`src/rtl/gpc_pkg.sv`:
```
// constants shared by the pin control block and its input filter
package gpc_pkg;

   ////////////////////////////////////////////////////////////////////////
   // register indices; byte address is four times the index
   localparam logic [15:0] PIN5_IDX   = 16'h403C;
   localparam logic [15:0] PIN6_IDX   = 16'h403D;
   localparam logic [15:0] LEVEL_IDX  = 16'h4040;
   localparam logic [13:0] ADDR_TOP   = 14'h0000;
   localparam logic [2:0]  SIZE_WORD  = 3'h2;

   ////////////////////////////////////////////////////////////////////////
   // control register fields
   localparam int unsigned DIR_BIT    = 15;
   localparam int unsigned PULL_HI    = 14;
   localparam int unsigned PULL_LO    = 13;
   localparam int unsigned MODE_BIT   = 12;
   localparam int unsigned SUPPLY_BIT = 11;
   localparam int unsigned POL_BIT    = 10;
   localparam int unsigned OD_BIT     = 9;
   localparam int unsigned ENA_BIT    = 7;
   localparam int unsigned FN_HI      = 3;
   localparam logic [15:0] CTRL_RESET = 16'hA400;
   localparam logic [15:0] CTRL_WMASK = 16'hFE8F;
   localparam logic [1:0]  PULL_DOWN  = 2'h1;
   localparam logic [1:0]  PULL_UP    = 2'h2;

   ////////////////////////////////////////////////////////////////////////
   // level register fields
   localparam int unsigned LVL_OUT_LO = 0;
   localparam int unsigned LVL_IN_LO  = 8;

   ////////////////////////////////////////////////////////////////////////
   // function codes
   localparam logic [3:0] FI_LONG        = 4'h0;
   localparam logic [3:0] FI_SLEEP_LONG  = 4'h4;
   localparam logic [3:0] FI_WDOG        = 4'h7;
   localparam logic [3:0] FI_HWCTL1_LONG = 4'hE;
   localparam logic [3:0] FI_HWCTL2_LONG = 4'hF;
   localparam logic [3:0] FO_LEVEL       = 4'h0;
   localparam logic [3:0] FO_RSV_LO      = 4'h5;
   localparam logic [3:0] FO_RSV_HI      = 4'h7;

   ////////////////////////////////////////////////////////////////////////
   // filter timing
   localparam int unsigned CLK_HZ       = 25000000;
   localparam int unsigned DB_NORMAL_US = 1000;
   localparam int unsigned DB_LONG_US   = 20000;
   localparam int unsigned DB_NORMAL_CYC = DB_NORMAL_US * (CLK_HZ / 1000000);
   localparam int unsigned DB_LONG_CYC   = DB_LONG_US * (CLK_HZ / 1000000);
   localparam int unsigned CNT_W         = 20;

endpackage : gpc_pkg

```
`src/rtl/gpc_filter.sv`:
```
// pin input synchroniser and debounce filter
`timescale 1ns/1ps
`default_nettype none

module gpc_filter #(
   parameter int unsigned NORMAL_CYC = gpc_pkg::DB_NORMAL_CYC,
   parameter int unsigned LONG_CYC   = gpc_pkg::DB_LONG_CYC
) (
   input  wire logic ref_clk,   // system clock
   input  wire logic reset,     // synchronous reset, active high
   input  wire logic pad_in,    // raw pin level, asynchronous
   input  wire logic long_sel,  // select the long filter time
   output logic      level      // filtered pin level
);

   localparam logic [gpc_pkg::CNT_W-1:0] NORMAL_M1 =
      gpc_pkg::CNT_W'(NORMAL_CYC - 1);
   localparam logic [gpc_pkg::CNT_W-1:0] LONG_M1 =
      gpc_pkg::CNT_W'(LONG_CYC - 1);

   typedef struct packed {
      logic                      s1;
      logic                      s2;
      logic                      level;
      logic [gpc_pkg::CNT_W-1:0] cnt;
   } gpc_flt_t;

   gpc_flt_t                  st_reg;
   gpc_flt_t                  st_next;
   logic [gpc_pkg::CNT_W-1:0] lim;

   ////////////////////////////////////////////////////////////////////////
   // two-stage sync, then a level must stand a full window to pass
   always_comb begin
      st_next    = st_reg;
      st_next.s1 = pad_in;
      st_next.s2 = st_reg.s1;
      lim        = long_sel ? LONG_M1 : NORMAL_M1;
      if (st_reg.s2 == st_reg.level) begin
         st_next.cnt = '0;
      end else if (st_reg.cnt >= lim) begin
         st_next.level = st_reg.s2;
         st_next.cnt   = '0;
      end else begin
         st_next.cnt = st_reg.cnt + 1'b1;
      end
   end

   // state register
   always_ff @(posedge ref_clk) begin
      if (reset) begin
         st_reg <= '0;
      end else begin
         st_reg <= st_next;
      end
   end

   assign level = st_reg.level;
endmodule : gpc_filter

`default_nettype wire

```
`src/rtl/gpc_top.sv`:
```
// two general-purpose pin control registers behind an AHB-Lite slave
//
// Design decision made here: register access over AHB-Lite.
`timescale 1ns/1ps
`default_nettype none

module gpc_top #(
   parameter int unsigned NORMAL_DB_CYC = gpc_pkg::DB_NORMAL_CYC,
   parameter int unsigned LONG_DB_CYC   = gpc_pkg::DB_LONG_CYC
) (
   input  wire logic        ref_clk,                // 25 MHz clock
   input  wire logic        reset,                  // sync reset
   input  wire logic        hsel,                   // slave select
   input  wire logic [31:0] haddr,                  // byte address
   input  wire logic [1:0]  htrans,                 // transfer type
   input  wire logic        hwrite,                 // write when high
   input  wire logic [2:0]  hsize,                  // transfer size
   input  wire logic        hready,                 // bus ready
   input  wire logic [31:0] hwdata,                 // write data
   output logic             hreadyout,              // always ready
   output logic             hresp,                  // always okay
   output logic [31:0]      hrdata,                 // read data
   input  wire logic        pin5_pad_in,            // pin 5 level
   output logic             pin5_pad_out,           // pin 5 drive
   output logic             pin5_pad_oe,            // pin 5 enable
   output logic             pin5_pull_up_en,        // pin 5 pull-up
   output logic             pin5_pull_down_en,      // pin 5 pull-down
   output logic             pin5_supply_select,     // pin 5 supply
   output logic             pin5_edge_event,        // pin 5 edge pulse
   input  wire logic        pin6_pad_in,            // pin 6 level
   output logic             pin6_pad_out,           // pin 6 drive
   output logic             pin6_pad_oe,            // pin 6 enable
   output logic             pin6_pull_up_en,        // pin 6 pull-up
   output logic             pin6_pull_down_en,      // pin 6 pull-down
   output logic             pin6_supply_select,     // pin 6 supply
   output logic             pin6_edge_event,        // pin 6 edge pulse
   input  wire logic        osc_32k_clk,            // 32.768 kHz clock
   input  wire logic        active_state,           // active indication
   input  wire logic        sleep_state,            // sleep indication
   input  wire logic        power_state_change,     // state change
   input  wire logic        vscale_done_1,          // buck 1 done
   input  wire logic        vscale_done_2,          // buck 2 done
   input  wire logic        ext_power_enable_1,     // ext enable 1
   input  wire logic        ext_power_enable_2,     // ext enable 2
   input  wire logic        system_supply_good,     // supply good
   input  wire logic        converter_power_good,   // converters good
   input  wire logic        ext_power_clk_2m,       // 2 MHz clock
   input  wire logic        aux_reset,              // auxiliary reset
   output logic             power_onoff_req,        // on/off request
   output logic             sleep_wake_req,         // sleep/wake request
   output logic             sleep_req,              // sleep request
   output logic             power_on_req,           // power-on request
   output logic             watchdog_reset_req,     // watchdog reset
   output logic             voltage_scale_select_1, // scaling select 1
   output logic             voltage_scale_select_2, // scaling select 2
   output logic             hw_enable_1,            // hardware enable 1
   output logic             hw_enable_2,            // hardware enable 2
   output logic             hw_control_1,           // hardware control 1
   output logic             hw_control_2            // hardware control 2
);

   ////////////////////////////////////////////////////////////////////////
   // state
   typedef struct packed {
      logic [1:0][15:0] ctrl;
      logic [1:0]       out_lvl;
      logic [2:0]       wr_hit;
      logic [31:0]      rdata;
      logic [1:0]       pad_out;
      logic [1:0]       pad_oe;
      logic [1:0]       pull_up;
      logic [1:0]       pull_dn;
      logic [1:0]       supply;
      logic [1:0]       prev_lvl;
      logic [1:0]       edge_ev;
      logic [15:0]      fin;
      logic             osc_s1;
      logic             osc_s2;
   } gpc_state_t;

   gpc_state_t  st_reg;
   gpc_state_t  st_next;
   logic [1:0]  flt;
   logic [1:0]  long_sel;
   logic [1:0]  asserted;
   logic [15:0] src;
   logic        acc;
   logic [2:0]  hit;

   ////////////////////////////////////////////////////////////////////////
   // helpers
   function automatic logic reg_hit(input logic [31:0] a,
                                    input logic [15:0] idx);
      reg_hit = (a[31:18] == gpc_pkg::ADDR_TOP) && (a[17:2] == idx);
   endfunction : reg_hit

   function automatic logic is_long(input logic [3:0] fn);
      is_long = (fn == gpc_pkg::FI_LONG) || (fn == gpc_pkg::FI_SLEEP_LONG) ||
                (fn == gpc_pkg::FI_HWCTL1_LONG) ||
                (fn == gpc_pkg::FI_HWCTL2_LONG);
   endfunction : is_long

   ////////////////////////////////////////////////////////////////////////
   // input filters, one per pin
   gpc_filter #(
      .NORMAL_CYC (NORMAL_DB_CYC),
      .LONG_CYC   (LONG_DB_CYC)
   ) u_flt5 (
      .ref_clk  (ref_clk),
      .reset    (reset),
      .pad_in   (pin5_pad_in),
      .long_sel (long_sel[0]),
      .level    (flt[0])
   );

   gpc_filter #(
      .NORMAL_CYC (NORMAL_DB_CYC),
      .LONG_CYC   (LONG_DB_CYC)
   ) u_flt6 (
      .ref_clk  (ref_clk),
      .reset    (reset),
      .pad_in   (pin6_pad_in),
      .long_sel (long_sel[1]),
      .level    (flt[1])
   );

   ////////////////////////////////////////////////////////////////////////
   // output function sources indexed by code; reserved codes read zero, so the pin stays at its inactive level
   assign src = {aux_reset, ext_power_clk_2m,
                 converter_power_good, system_supply_good,
                 ext_power_enable_2, ext_power_enable_1,
                 vscale_done_2, vscale_done_1,
                 3'h0,
                 power_state_change, sleep_state,
                 active_state,
                 st_reg.osc_s2, 1'b0};

   // address phase decode, whole words only
   assign acc = hsel && hready && htrans[1] && (hsize == gpc_pkg::SIZE_WORD);
   assign hit = {reg_hit(haddr, gpc_pkg::LEVEL_IDX),
                 reg_hit(haddr, gpc_pkg::PIN6_IDX),
                 reg_hit(haddr, gpc_pkg::PIN5_IDX)};

   ////////////////////////////////////////////////////////////////////////
   // next state: bus writes, read data, pin control
   always_comb begin
      logic [15:0] c;
      logic        dir_in;
      logic        run;
      logic        pol;
      logic [3:0]  fn;
      logic        v;
      logic        drv;
      c       = '0;
      dir_in  = 1'b0;
      run     = 1'b0;
      pol     = 1'b0;
      fn      = '0;
      v       = 1'b0;
      drv     = 1'b0;
      st_next = st_reg;
      st_next.osc_s1 = osc_32k_clk;
      st_next.osc_s2 = st_reg.osc_s1;
      // data phase of a write
      for (int i = 0; i < 2; i++) begin
         if (st_reg.wr_hit[i]) begin
            st_next.ctrl[i] = hwdata[15:0] & gpc_pkg::CTRL_WMASK;
         end
      end
      if (st_reg.wr_hit[2]) begin
         st_next.out_lvl = hwdata[gpc_pkg::LVL_OUT_LO +: 2];
      end
      st_next.wr_hit = (acc && hwrite) ? hit : 3'h0;
      // per-pin behaviour from the stored control words
      st_next.fin = '0;
      for (int i = 0; i < 2; i++) begin
         c      = st_reg.ctrl[i];
         dir_in = c[gpc_pkg::DIR_BIT];
         run    = c[gpc_pkg::ENA_BIT];
         pol    = c[gpc_pkg::POL_BIT];
         fn     = c[gpc_pkg::FN_HI:0];
         long_sel[i] = dir_in && is_long(fn);
         asserted[i] = pol ? flt[i] : ~flt[i];
         st_next.prev_lvl[i] = flt[i];
         st_next.edge_ev[i]  = dir_in && run && (flt[i] != st_reg.prev_lvl[i])
                               && (c[gpc_pkg::MODE_BIT] || (flt[i] == pol));
         if (dir_in && run) begin
            st_next.fin[fn] = st_next.fin[fn] | asserted[i];
         end
         if (fn == gpc_pkg::FO_LEVEL) begin
            v = st_reg.out_lvl[i];
         end else begin
            v = src[fn];
         end
         drv = pol ? v : ~v;
         st_next.pad_oe[i]  = run && !dir_in &&
                              (!c[gpc_pkg::OD_BIT] || !drv);
         st_next.pad_out[i] = !c[gpc_pkg::OD_BIT] && drv;
         st_next.pull_up[i] =
            (c[gpc_pkg::PULL_HI:gpc_pkg::PULL_LO] == gpc_pkg::PULL_UP);
         st_next.pull_dn[i] =
            (c[gpc_pkg::PULL_HI:gpc_pkg::PULL_LO] == gpc_pkg::PULL_DOWN);
         st_next.supply[i]  = c[gpc_pkg::SUPPLY_BIT];
      end
      // read data for the next data phase, forwarding a pending write
      st_next.rdata = '0;
      if (acc && !hwrite) begin
         if (hit[0]) begin
            st_next.rdata = {16'h0000, st_next.ctrl[0]};
         end else if (hit[1]) begin
            st_next.rdata = {16'h0000, st_next.ctrl[1]};
         end else if (hit[2]) begin
            st_next.rdata[gpc_pkg::LVL_OUT_LO +: 2] = st_next.out_lvl;
            st_next.rdata[gpc_pkg::LVL_IN_LO +: 2]  = asserted;
         end
      end
   end

   // state register, control words start at their defaults
   always_ff @(posedge ref_clk) begin
      if (reset) begin
         st_reg         <= '0;
         st_reg.ctrl[0] <= gpc_pkg::CTRL_RESET;
         st_reg.ctrl[1] <= gpc_pkg::CTRL_RESET;
      end else begin
         st_reg <= st_next;
      end
   end

   ////////////////////////////////////////////////////////////////////////
   // outputs
   assign hreadyout          = 1'b1;
   assign hresp              = 1'b0;
   assign hrdata             = st_reg.rdata;
   assign pin5_pad_out       = st_reg.pad_out[0];
   assign pin5_pad_oe        = st_reg.pad_oe[0];
   assign pin5_pull_up_en    = st_reg.pull_up[0];
   assign pin5_pull_down_en  = st_reg.pull_dn[0];
   assign pin5_supply_select = st_reg.supply[0];
   assign pin5_edge_event    = st_reg.edge_ev[0];
   assign pin6_pad_out       = st_reg.pad_out[1];
   assign pin6_pad_oe        = st_reg.pad_oe[1];
   assign pin6_pull_up_en    = st_reg.pull_up[1];
   assign pin6_pull_down_en  = st_reg.pull_dn[1];
   assign pin6_supply_select = st_reg.supply[1];
   assign pin6_edge_event    = st_reg.edge_ev[1];

   // input functions; long and normal variants share one output
   assign power_onoff_req        = st_reg.fin[2];
   assign sleep_wake_req         = st_reg.fin[3] | st_reg.fin[4];
   assign sleep_req              = st_reg.fin[5];
   assign power_on_req           = st_reg.fin[6];
   assign watchdog_reset_req     = st_reg.fin[7];
   assign voltage_scale_select_1 = st_reg.fin[8];
   assign voltage_scale_select_2 = st_reg.fin[9];
   assign hw_enable_1            = st_reg.fin[10];
   assign hw_enable_2            = st_reg.fin[11];
   assign hw_control_1           = st_reg.fin[12] | st_reg.fin[14];
   assign hw_control_2           = st_reg.fin[13] | st_reg.fin[15];
endmodule : gpc_top

`default_nettype wire

```
`config.mk`:
```
export PLATFORM = sky130hd
export DESIGN_NAME = gpc_top
export DESIGN_NICKNAME = d
export VERILOG_FILES = /design/src/rtl/gpc_pkg.sv /design/src/rtl/gpc_filter.sv /design/src/rtl/gpc_top.sv
export SDC_FILE = /design/constraint.sdc
export NUM_CORES = 1
export LEC_CHECK = 0
export BUFFER_PORTS_ARGS = -buffer_cell sky130_fd_sc_hd__buf_2
export CORE_MARGIN = 2
export CORE_UTILIZATION = 40
export DETAILED_ROUTE_END_ITERATION = 10
export PLACE_DENSITY = 0.65
export SKIP_LAST_GASP = 1
export SLEW_MARGIN = 20
export SYNTH_ARGS = -nofsm -noshare
export SYNTH_HDL_FRONTEND = slang
export SYNTH_SLANG_ARGS = --single-unit
```
`constraint.sdc`:
```
create_clock -name ref_clk -period 3.7 [get_ports ref_clk]
set_input_delay 0.925 -clock ref_clk [delete_from_list [all_inputs] [get_ports ref_clk]]
set_output_delay 0.925 -clock ref_clk [all_outputs]
set_load 0.01 [all_outputs]
```
Yosys cells after proc, flatten, opt, wreduce, memory -nomap -nowiden

Memory sizes are Yosys's and may differ from the RTL's. A register that Yosys moved wholly into a read port is not among the register bits.
Cells that the tools add are included.

Word-level logic and storage cells: 151
Input port bits: 88
Memory bits (read-only): 16
Register bits: 147
Output and inout port bits: 57
Memories kept: 1

Equality and inequality tests: 20
Order comparisons: 6
Bitwise logic cells: 14
Multiplexer cells: 33
Add/subtract/negate cells: 2
Reduce and logical (&&, ||, !) cells: 51

Memory list:

| memory           | depth | bits a word | rd ports | clocked after Yosys merged registers in | wr ports | line           | RTL |
|---|---|---|---|---|---|---|---|
| (name not given) | 16    | 1           | 1        | 1                                       | 0        | gpc_top.sv:188 | `st_next.fin[fn] = st_next.fin[fn] \| asserted[i];` |

Operators with widths:

| cell                  | count |
|---|---|
| $mux 16               | 5 |
| $eq 16x15->1 const B  | 3 |
| $add 20x1->20 const B | 2 |
| $ge 20x20->1          | 2 |
| $mux 19               | 2 |
| $logic_and 1x1->1     | 24 |
| $and 16x16->16        | 1 |
| $bwmux 16             | 1 |
| $eq 4x4->1 const B    | 4 |
| $logic_not 14->1      | 1 |
| $bmux 1 s4            | 3 |
| $mux 1                | 12 |
| $mux 6                | 2 |
| $logic_or 1x1->1      | 10 |
| $lt 4x5->1 const B    | 2 |
| $mux 2                | 5 |
| $reduce_or 3->1       | 3 |
| $demux 1 s4           | 2 |
| $eq 4x3->1 const B    | 2 |
| $ge 4x1->1 const B    | 2 |
| $logic_not 4->1       | 2 |
| $not 1->1             | 8 |
| $logic_not 1->1       | 7 |
| $or 1x1->1            | 5 |
| 8 further kinds       | 16 |

Longest topological paths before layout

Depth after elaboration: 11
Mapped depth: 13
Depth with buffers taken out: 10

Cells and area by module

Synthesis repeated with hierarchy kept, for this count alone.

Cell total of the unflattened synthesis: 675
Area total of the unflattened synthesis: 6236.0 µm²

By module, submodules not included:

| module     | area each (µm²) | cells an instance | seq. area each (µm²) | times used |
|---|---|---|---|---|
| gpc_top    | 3868.7          | 415               | 1661.6               | 1 |
| gpc_filter | 1183.6          | 130               | 460.4                | 2 |

Least setup slack after synthesis

Ideal clock, no wire load.

Path kind: flip-flop to flip-flop
Start: register st_reg[69] (netlist bit)
End: register u_flt5.st_reg[19] (netlist bit)
Cell stages (with the launch flop): 12
Required time: 3.636 ns
Slack: 1.033 ns
Arrival time: 2.603 ns
Clock period less this slack: 2.667 ns
Library setup time: 0.064 ns
Buffers on the path: 2
Cells stage by stage: dfxtp_1 clkbuf_1 or3_1 o21ai_0 nand2_1 ha_1 a211o_1 a21oi_1 nand4_1 a2111o_1 buf_2 nor2_1

Word-level cells in the longest chain between the ends: 8
Elaborated cells between the ends (all ways): 11
Those cells by class: 1 x order compare; 3 x eq/ne; 1 x mux; 6 x reduce/logical

Ends and longest elaborated chain:

| what                                          | line             | RTL |
|---|---|---|
| start, declared                               | gpc_top.sv:81    | `gpc_state_t st_reg;` |
| start signal, assigned                        | gpc_top.sv:226   | `st_reg <= st_next;` |
| $eq 4x3->1 or $logic_not 4->1 (tied branches) | gpc_top.sv:98    | `is_long = (fn == gpc_pkg::FI_LONG) \|\| (fn == gpc_pkg::FI_SLEEP_LONG) \|\|` |
| $logic_or 1x1->1 (2 in a row)                 | gpc_top.sv:98    |  |
| $logic_or 1x1->1 *                            | gpc_top.sv:99    | `(fn == gpc_pkg::FI_HWCTL1_LONG) \|\|` |
| $logic_and 1x1->1 *                           | gpc_top.sv:182   | `long_sel[i] = dir_in && is_long(fn);` |
| $mux 19 *                                     | gpc_filter.sv:38 | `lim = long_sel ? LONG_M1 : NORMAL_M1;` |
| $ge 20x20->1 *                                | gpc_filter.sv:41 | `end else if (st_reg.cnt >= lim) begin` |
| $reduce_or 3->1 (no source line) *            | -                |  |
| end signal, assigned                          | gpc_filter.sv:54 | `st_reg <= st_next;` |
| end, declared                                 | gpc_filter.sv:28 | `gpc_flt_t st_reg;` |

Mark *: on every way between the ends. The rest lies on a longest branch, timed or not.
A chain may end at the register's enable or synchronous reset.

Worst setup path in the final report

Start: register st_reg[69] (netlist bit)
End: register u_flt5.st_reg[11] (netlist bit)

The elaborated chain is that of the path after synthesis.

==> flow_summary.ini <==
[run_status]
status = completed

[detailed_routing]
final_antenna_net_count = 0
route.detailed.vias_per_inst = 5.02
detail_route.wl_per_cell_um = 13.9
route.vias.total = 4982
dr.pass1.iters = 5
drt_first_iter_violations = 324
post-route-drc-count = 0
routed_wirelength_um = 13800

[grt]
grt.overflow.total = 0
grt_antenna_before_repair = 1
number_of_global_route_vias_before_repair = 4491
grt_pass1_wl_um = 22200
grtUsageTotal_pct = 16.8
maximum_number_of_pins_on_one_net_before_global_route_repair = 68

[worst_setup_path]
critPathTopFamily = compound AO/OA/AOI/OAI gates
r2r_end = u_flt5.st_reg[11]
crit_path_end = u_flt5.st_reg[11]
path_depth = 9
cp-start-kind = flip-flop
timing_worst_setup_path_type = reg2reg
arrival_ns = 3.49
cpPeakStageDelay_ns = 0.71
rr_worst_depth = 9
worst_ep_required_time_ns = 4.04
startpoint = st_reg[69]
worst_setup_path_end_kind = flip-flop
crit_chain = or3_1, o21ai_0, nand2_1, ha_1, a211o_1, a21oi_1, nand4_1, a2111o_1, nor2_1
crit_path_max_fanout = 20
rr_startpoint = st_reg[69]
slowest_stage = sky130_fd_sc_hd__a2111o_1
setup.reg_to_reg.worst_slack_ns = 0.55
worstPathBufferInverterCount = 0

[synth]
synth-main-ff-cell = sky130_fd_sc_hd__dfxtp_1
yosys.cell_count.top_type = sky130_fd_sc_hd__dfxtp_1
synth_top_area_share_pct = 41.3
synth-warning-count = 0
post_synth_num_cell_types = 62
synth.top_cells.by_count = 129 x sky130_fd_sc_hd__dfxtp_1, 103 x sky130_fd_sc_hd__nor2_1, 35 x sky130_fd_sc_hd__buf_4
synth_enable_flop_cells = 0
ys_top_cells_by_area = sky130_fd_sc_hd__dfxtp_1 41%, sky130_fd_sc_hd__nor2_1 6.2%, sky130_fd_sc_hd__buf_4 4.2%, sky130_fd_sc_hd__mux2i_1 4.2%, sky130_fd_sc_hd__ha_1 4.0%
syn_avg_cell_area_sq_um = 9.09
ys_async_sr_fraction_pct = 0
synth-seq-area-share_pct = 41.3
netlist_instances = 688
synth_top_area_cell = sky130_fd_sc_hd__dfxtp_1
netlist_area_sq_um = 6260
synth_seq_cells = 129

[timing]
max_slew.worst_pin.slew_ns = 1.13
fin_crit_sh_pct = 85.2
unrepaired_setup_endpoints_after_global_routing = no
setup_viol = 0
slew-limit-headroom_pct = 24.6
clock.fmax_ghz = 0.317
slew_violations = 0
final_period_minus_worst_setup_slack_ns = 3.15
clock-skew-final_ns = 0.0119
timing.final.hold_violations = 0
timing.setup.tns_ns = 0

[floorplanning]
fp.dieArea_sq_um = 16700
placeableCoreArea_sq_um = 15300
boundaryPins = 145
floorplan.initialDensity_pct = 41.0
die_h_um = 129
num_rows = 45
chipWidth_um = 129

[finish]
largest_reg_flops = 43
final_layout_size_suffix_gt1_share_pct = 21.8
area.growth.synth_to_final_pct = 17.4
finish.net_count = 876
finish.cell_count_without_fillers = 993
final_core_util_pct = 48.1

[pwr]
p_leak_nw = 2.88
pwr_density_cell_nw_per_um2 = 425
vdd.ir_drop.worst_uv = 353
p_total_w = 0.00312

[cts]
count_of_hold_fix_buffers_inserted_at_cts = 0
cts_tree = built
clkLatencyLatePin_ns = 0.42
worst_setup_hold_path_clk_slew_ns = 0.06
clk_root_buffer_cell = sky130_fd_sc_hd__clkbuf_16
cts_inserted_buffers = 17
numClockSinks = 129
cts_post_setup_buffers_inserted = 0
cts_buffer_depth = 2
cells_resized_by_post_cts_repair = 0
cts_htree_levels = 4

[place]
place.port_buffers = 103
place.detailed.hpwl_um = 9740
dpl.cell_count = 960
place_congestion = 0.797

[flow_run]
maxCapViolCount = 0

[hold_path]
timing.hold.worst.class = reg2reg
## layer usage
layer  wire [um]  part of all wire [%]  global-route usage (%)  up-vias
li1            -                     -                       -     2527
met5           0                     0                       0        -
met1        6480                    47                    22.6     2320
met3         685                   5.0                    5.37       13
met2        6480                    47                    25.9      122
met4         145                   1.1                    4.92        0
## cell type report
| class | instances | area, sq um |
|---|---|---|
| fill | 1464 | 7920 |
| multi-input combinational | 495 | 3280 |
| sequential | 129 | 2580 |
| timing repair buffer | 110 | 568 |
| clock buffer | 18 | 439 |
| tap | 211 | 264 |
| clock inverter | 14 | 148 |
| inverter | 15 | 56.3 |
| antenna | 1 | 2.50 |
## cells in the final DEF, fill, tap and decap left out, types with 12 or more instances in the layout
cell                        Yosys  final
sky130_fd_sc_hd__nor2_1       103    103
sky130_fd_sc_hd__dfxtp_1      129    129
sky130_fd_sc_hd__nor2b_1       23     23
sky130_fd_sc_hd__nand2_1       33     33
sky130_fd_sc_hd__buf_2         10    103
sky130_fd_sc_hd__inv_1         14     14
sky130_fd_sc_hd__clkbuf_16      0     17
sky130_fd_sc_hd__nand3_1       29     29
sky130_fd_sc_hd__o21ai_0       13     12
sky130_fd_sc_hd__nor3_1        16     16
sky130_fd_sc_hd__nor3b_1       13     13
sky130_fd_sc_hd__conb_1         2     18
sky130_fd_sc_hd__ha_1          20     20
sky130_fd_sc_hd__nand4_1       18     18
sky130_fd_sc_hd__xnor2_1       24     24
sky130_fd_sc_hd__xor2_1        19     19
sky130_fd_sc_hd__mux2i_1       26     26
## power by group
part	leakage [nW]	switching, W	internal [W]
Clock	0.289	0.000669	0.000963
Combinational	1.55	0.0000546	0.0000402
Sequential	1.04	0.00000214	0.00139
Total	2.88	0.000726	0.00240
## how the worst min path moves through the flow
| stage | start | depth (start not counted) | end | slack [ns] |
|---|---|---|---|---|
| 2_1_floorplan | st_reg[82] | 1 | pin5_pull_up_en | 0.40 |
| 4_1_cts | u_flt6.st_next[21] | 1 | u_flt6.st_reg[21] | 0.44 |
| 3_5_place_dp | u_flt6.st_next[21] | 1 | u_flt6.st_reg[21] | 0.42 |
| 5_1_grt | u_flt6.st_next[21] | 1 | u_flt6.st_reg[21] | 0.46 |
| 3_3_place_gp | st_reg[82] | 1 | pin5_pull_up_en | 0.42 |
| 6_report | u_flt6.st_next[21] | 1 | u_flt6.st_reg[21] | 0.43 |
## stage by stage
stage | worst slack [ns] | area (sq um) | hold slack [ns]
floorplan | 1.03 | 6320 | 0.404
finish | 0.549 | 7340 | 0.434
global placement | 0.634 | 6750 | 0.421
CTS | 0.553 | 7340 | 0.435
global route | 0.362 | 7340 | 0.461
detailed placement | 0.586 | 6750 | 0.421
## cell families (layout without fill, tap and decap cells)
logic type | after synthesis | in the layout | synth area share, %
other cells | 2 | 19 | 0.120
buf+inv | 80 | 157 | 7.22
fa+ha+maj | 20 | 20 | 4.00
compound gates | 85 | 85 | 11.0
flops | 129 | 129 | 41.3
mux | 33 | 33 | 6.14
simple gates | 296 | 296 | 24.2
xor+xnor | 43 | 43 | 6.02
Power figures use the tool's default switching activity.
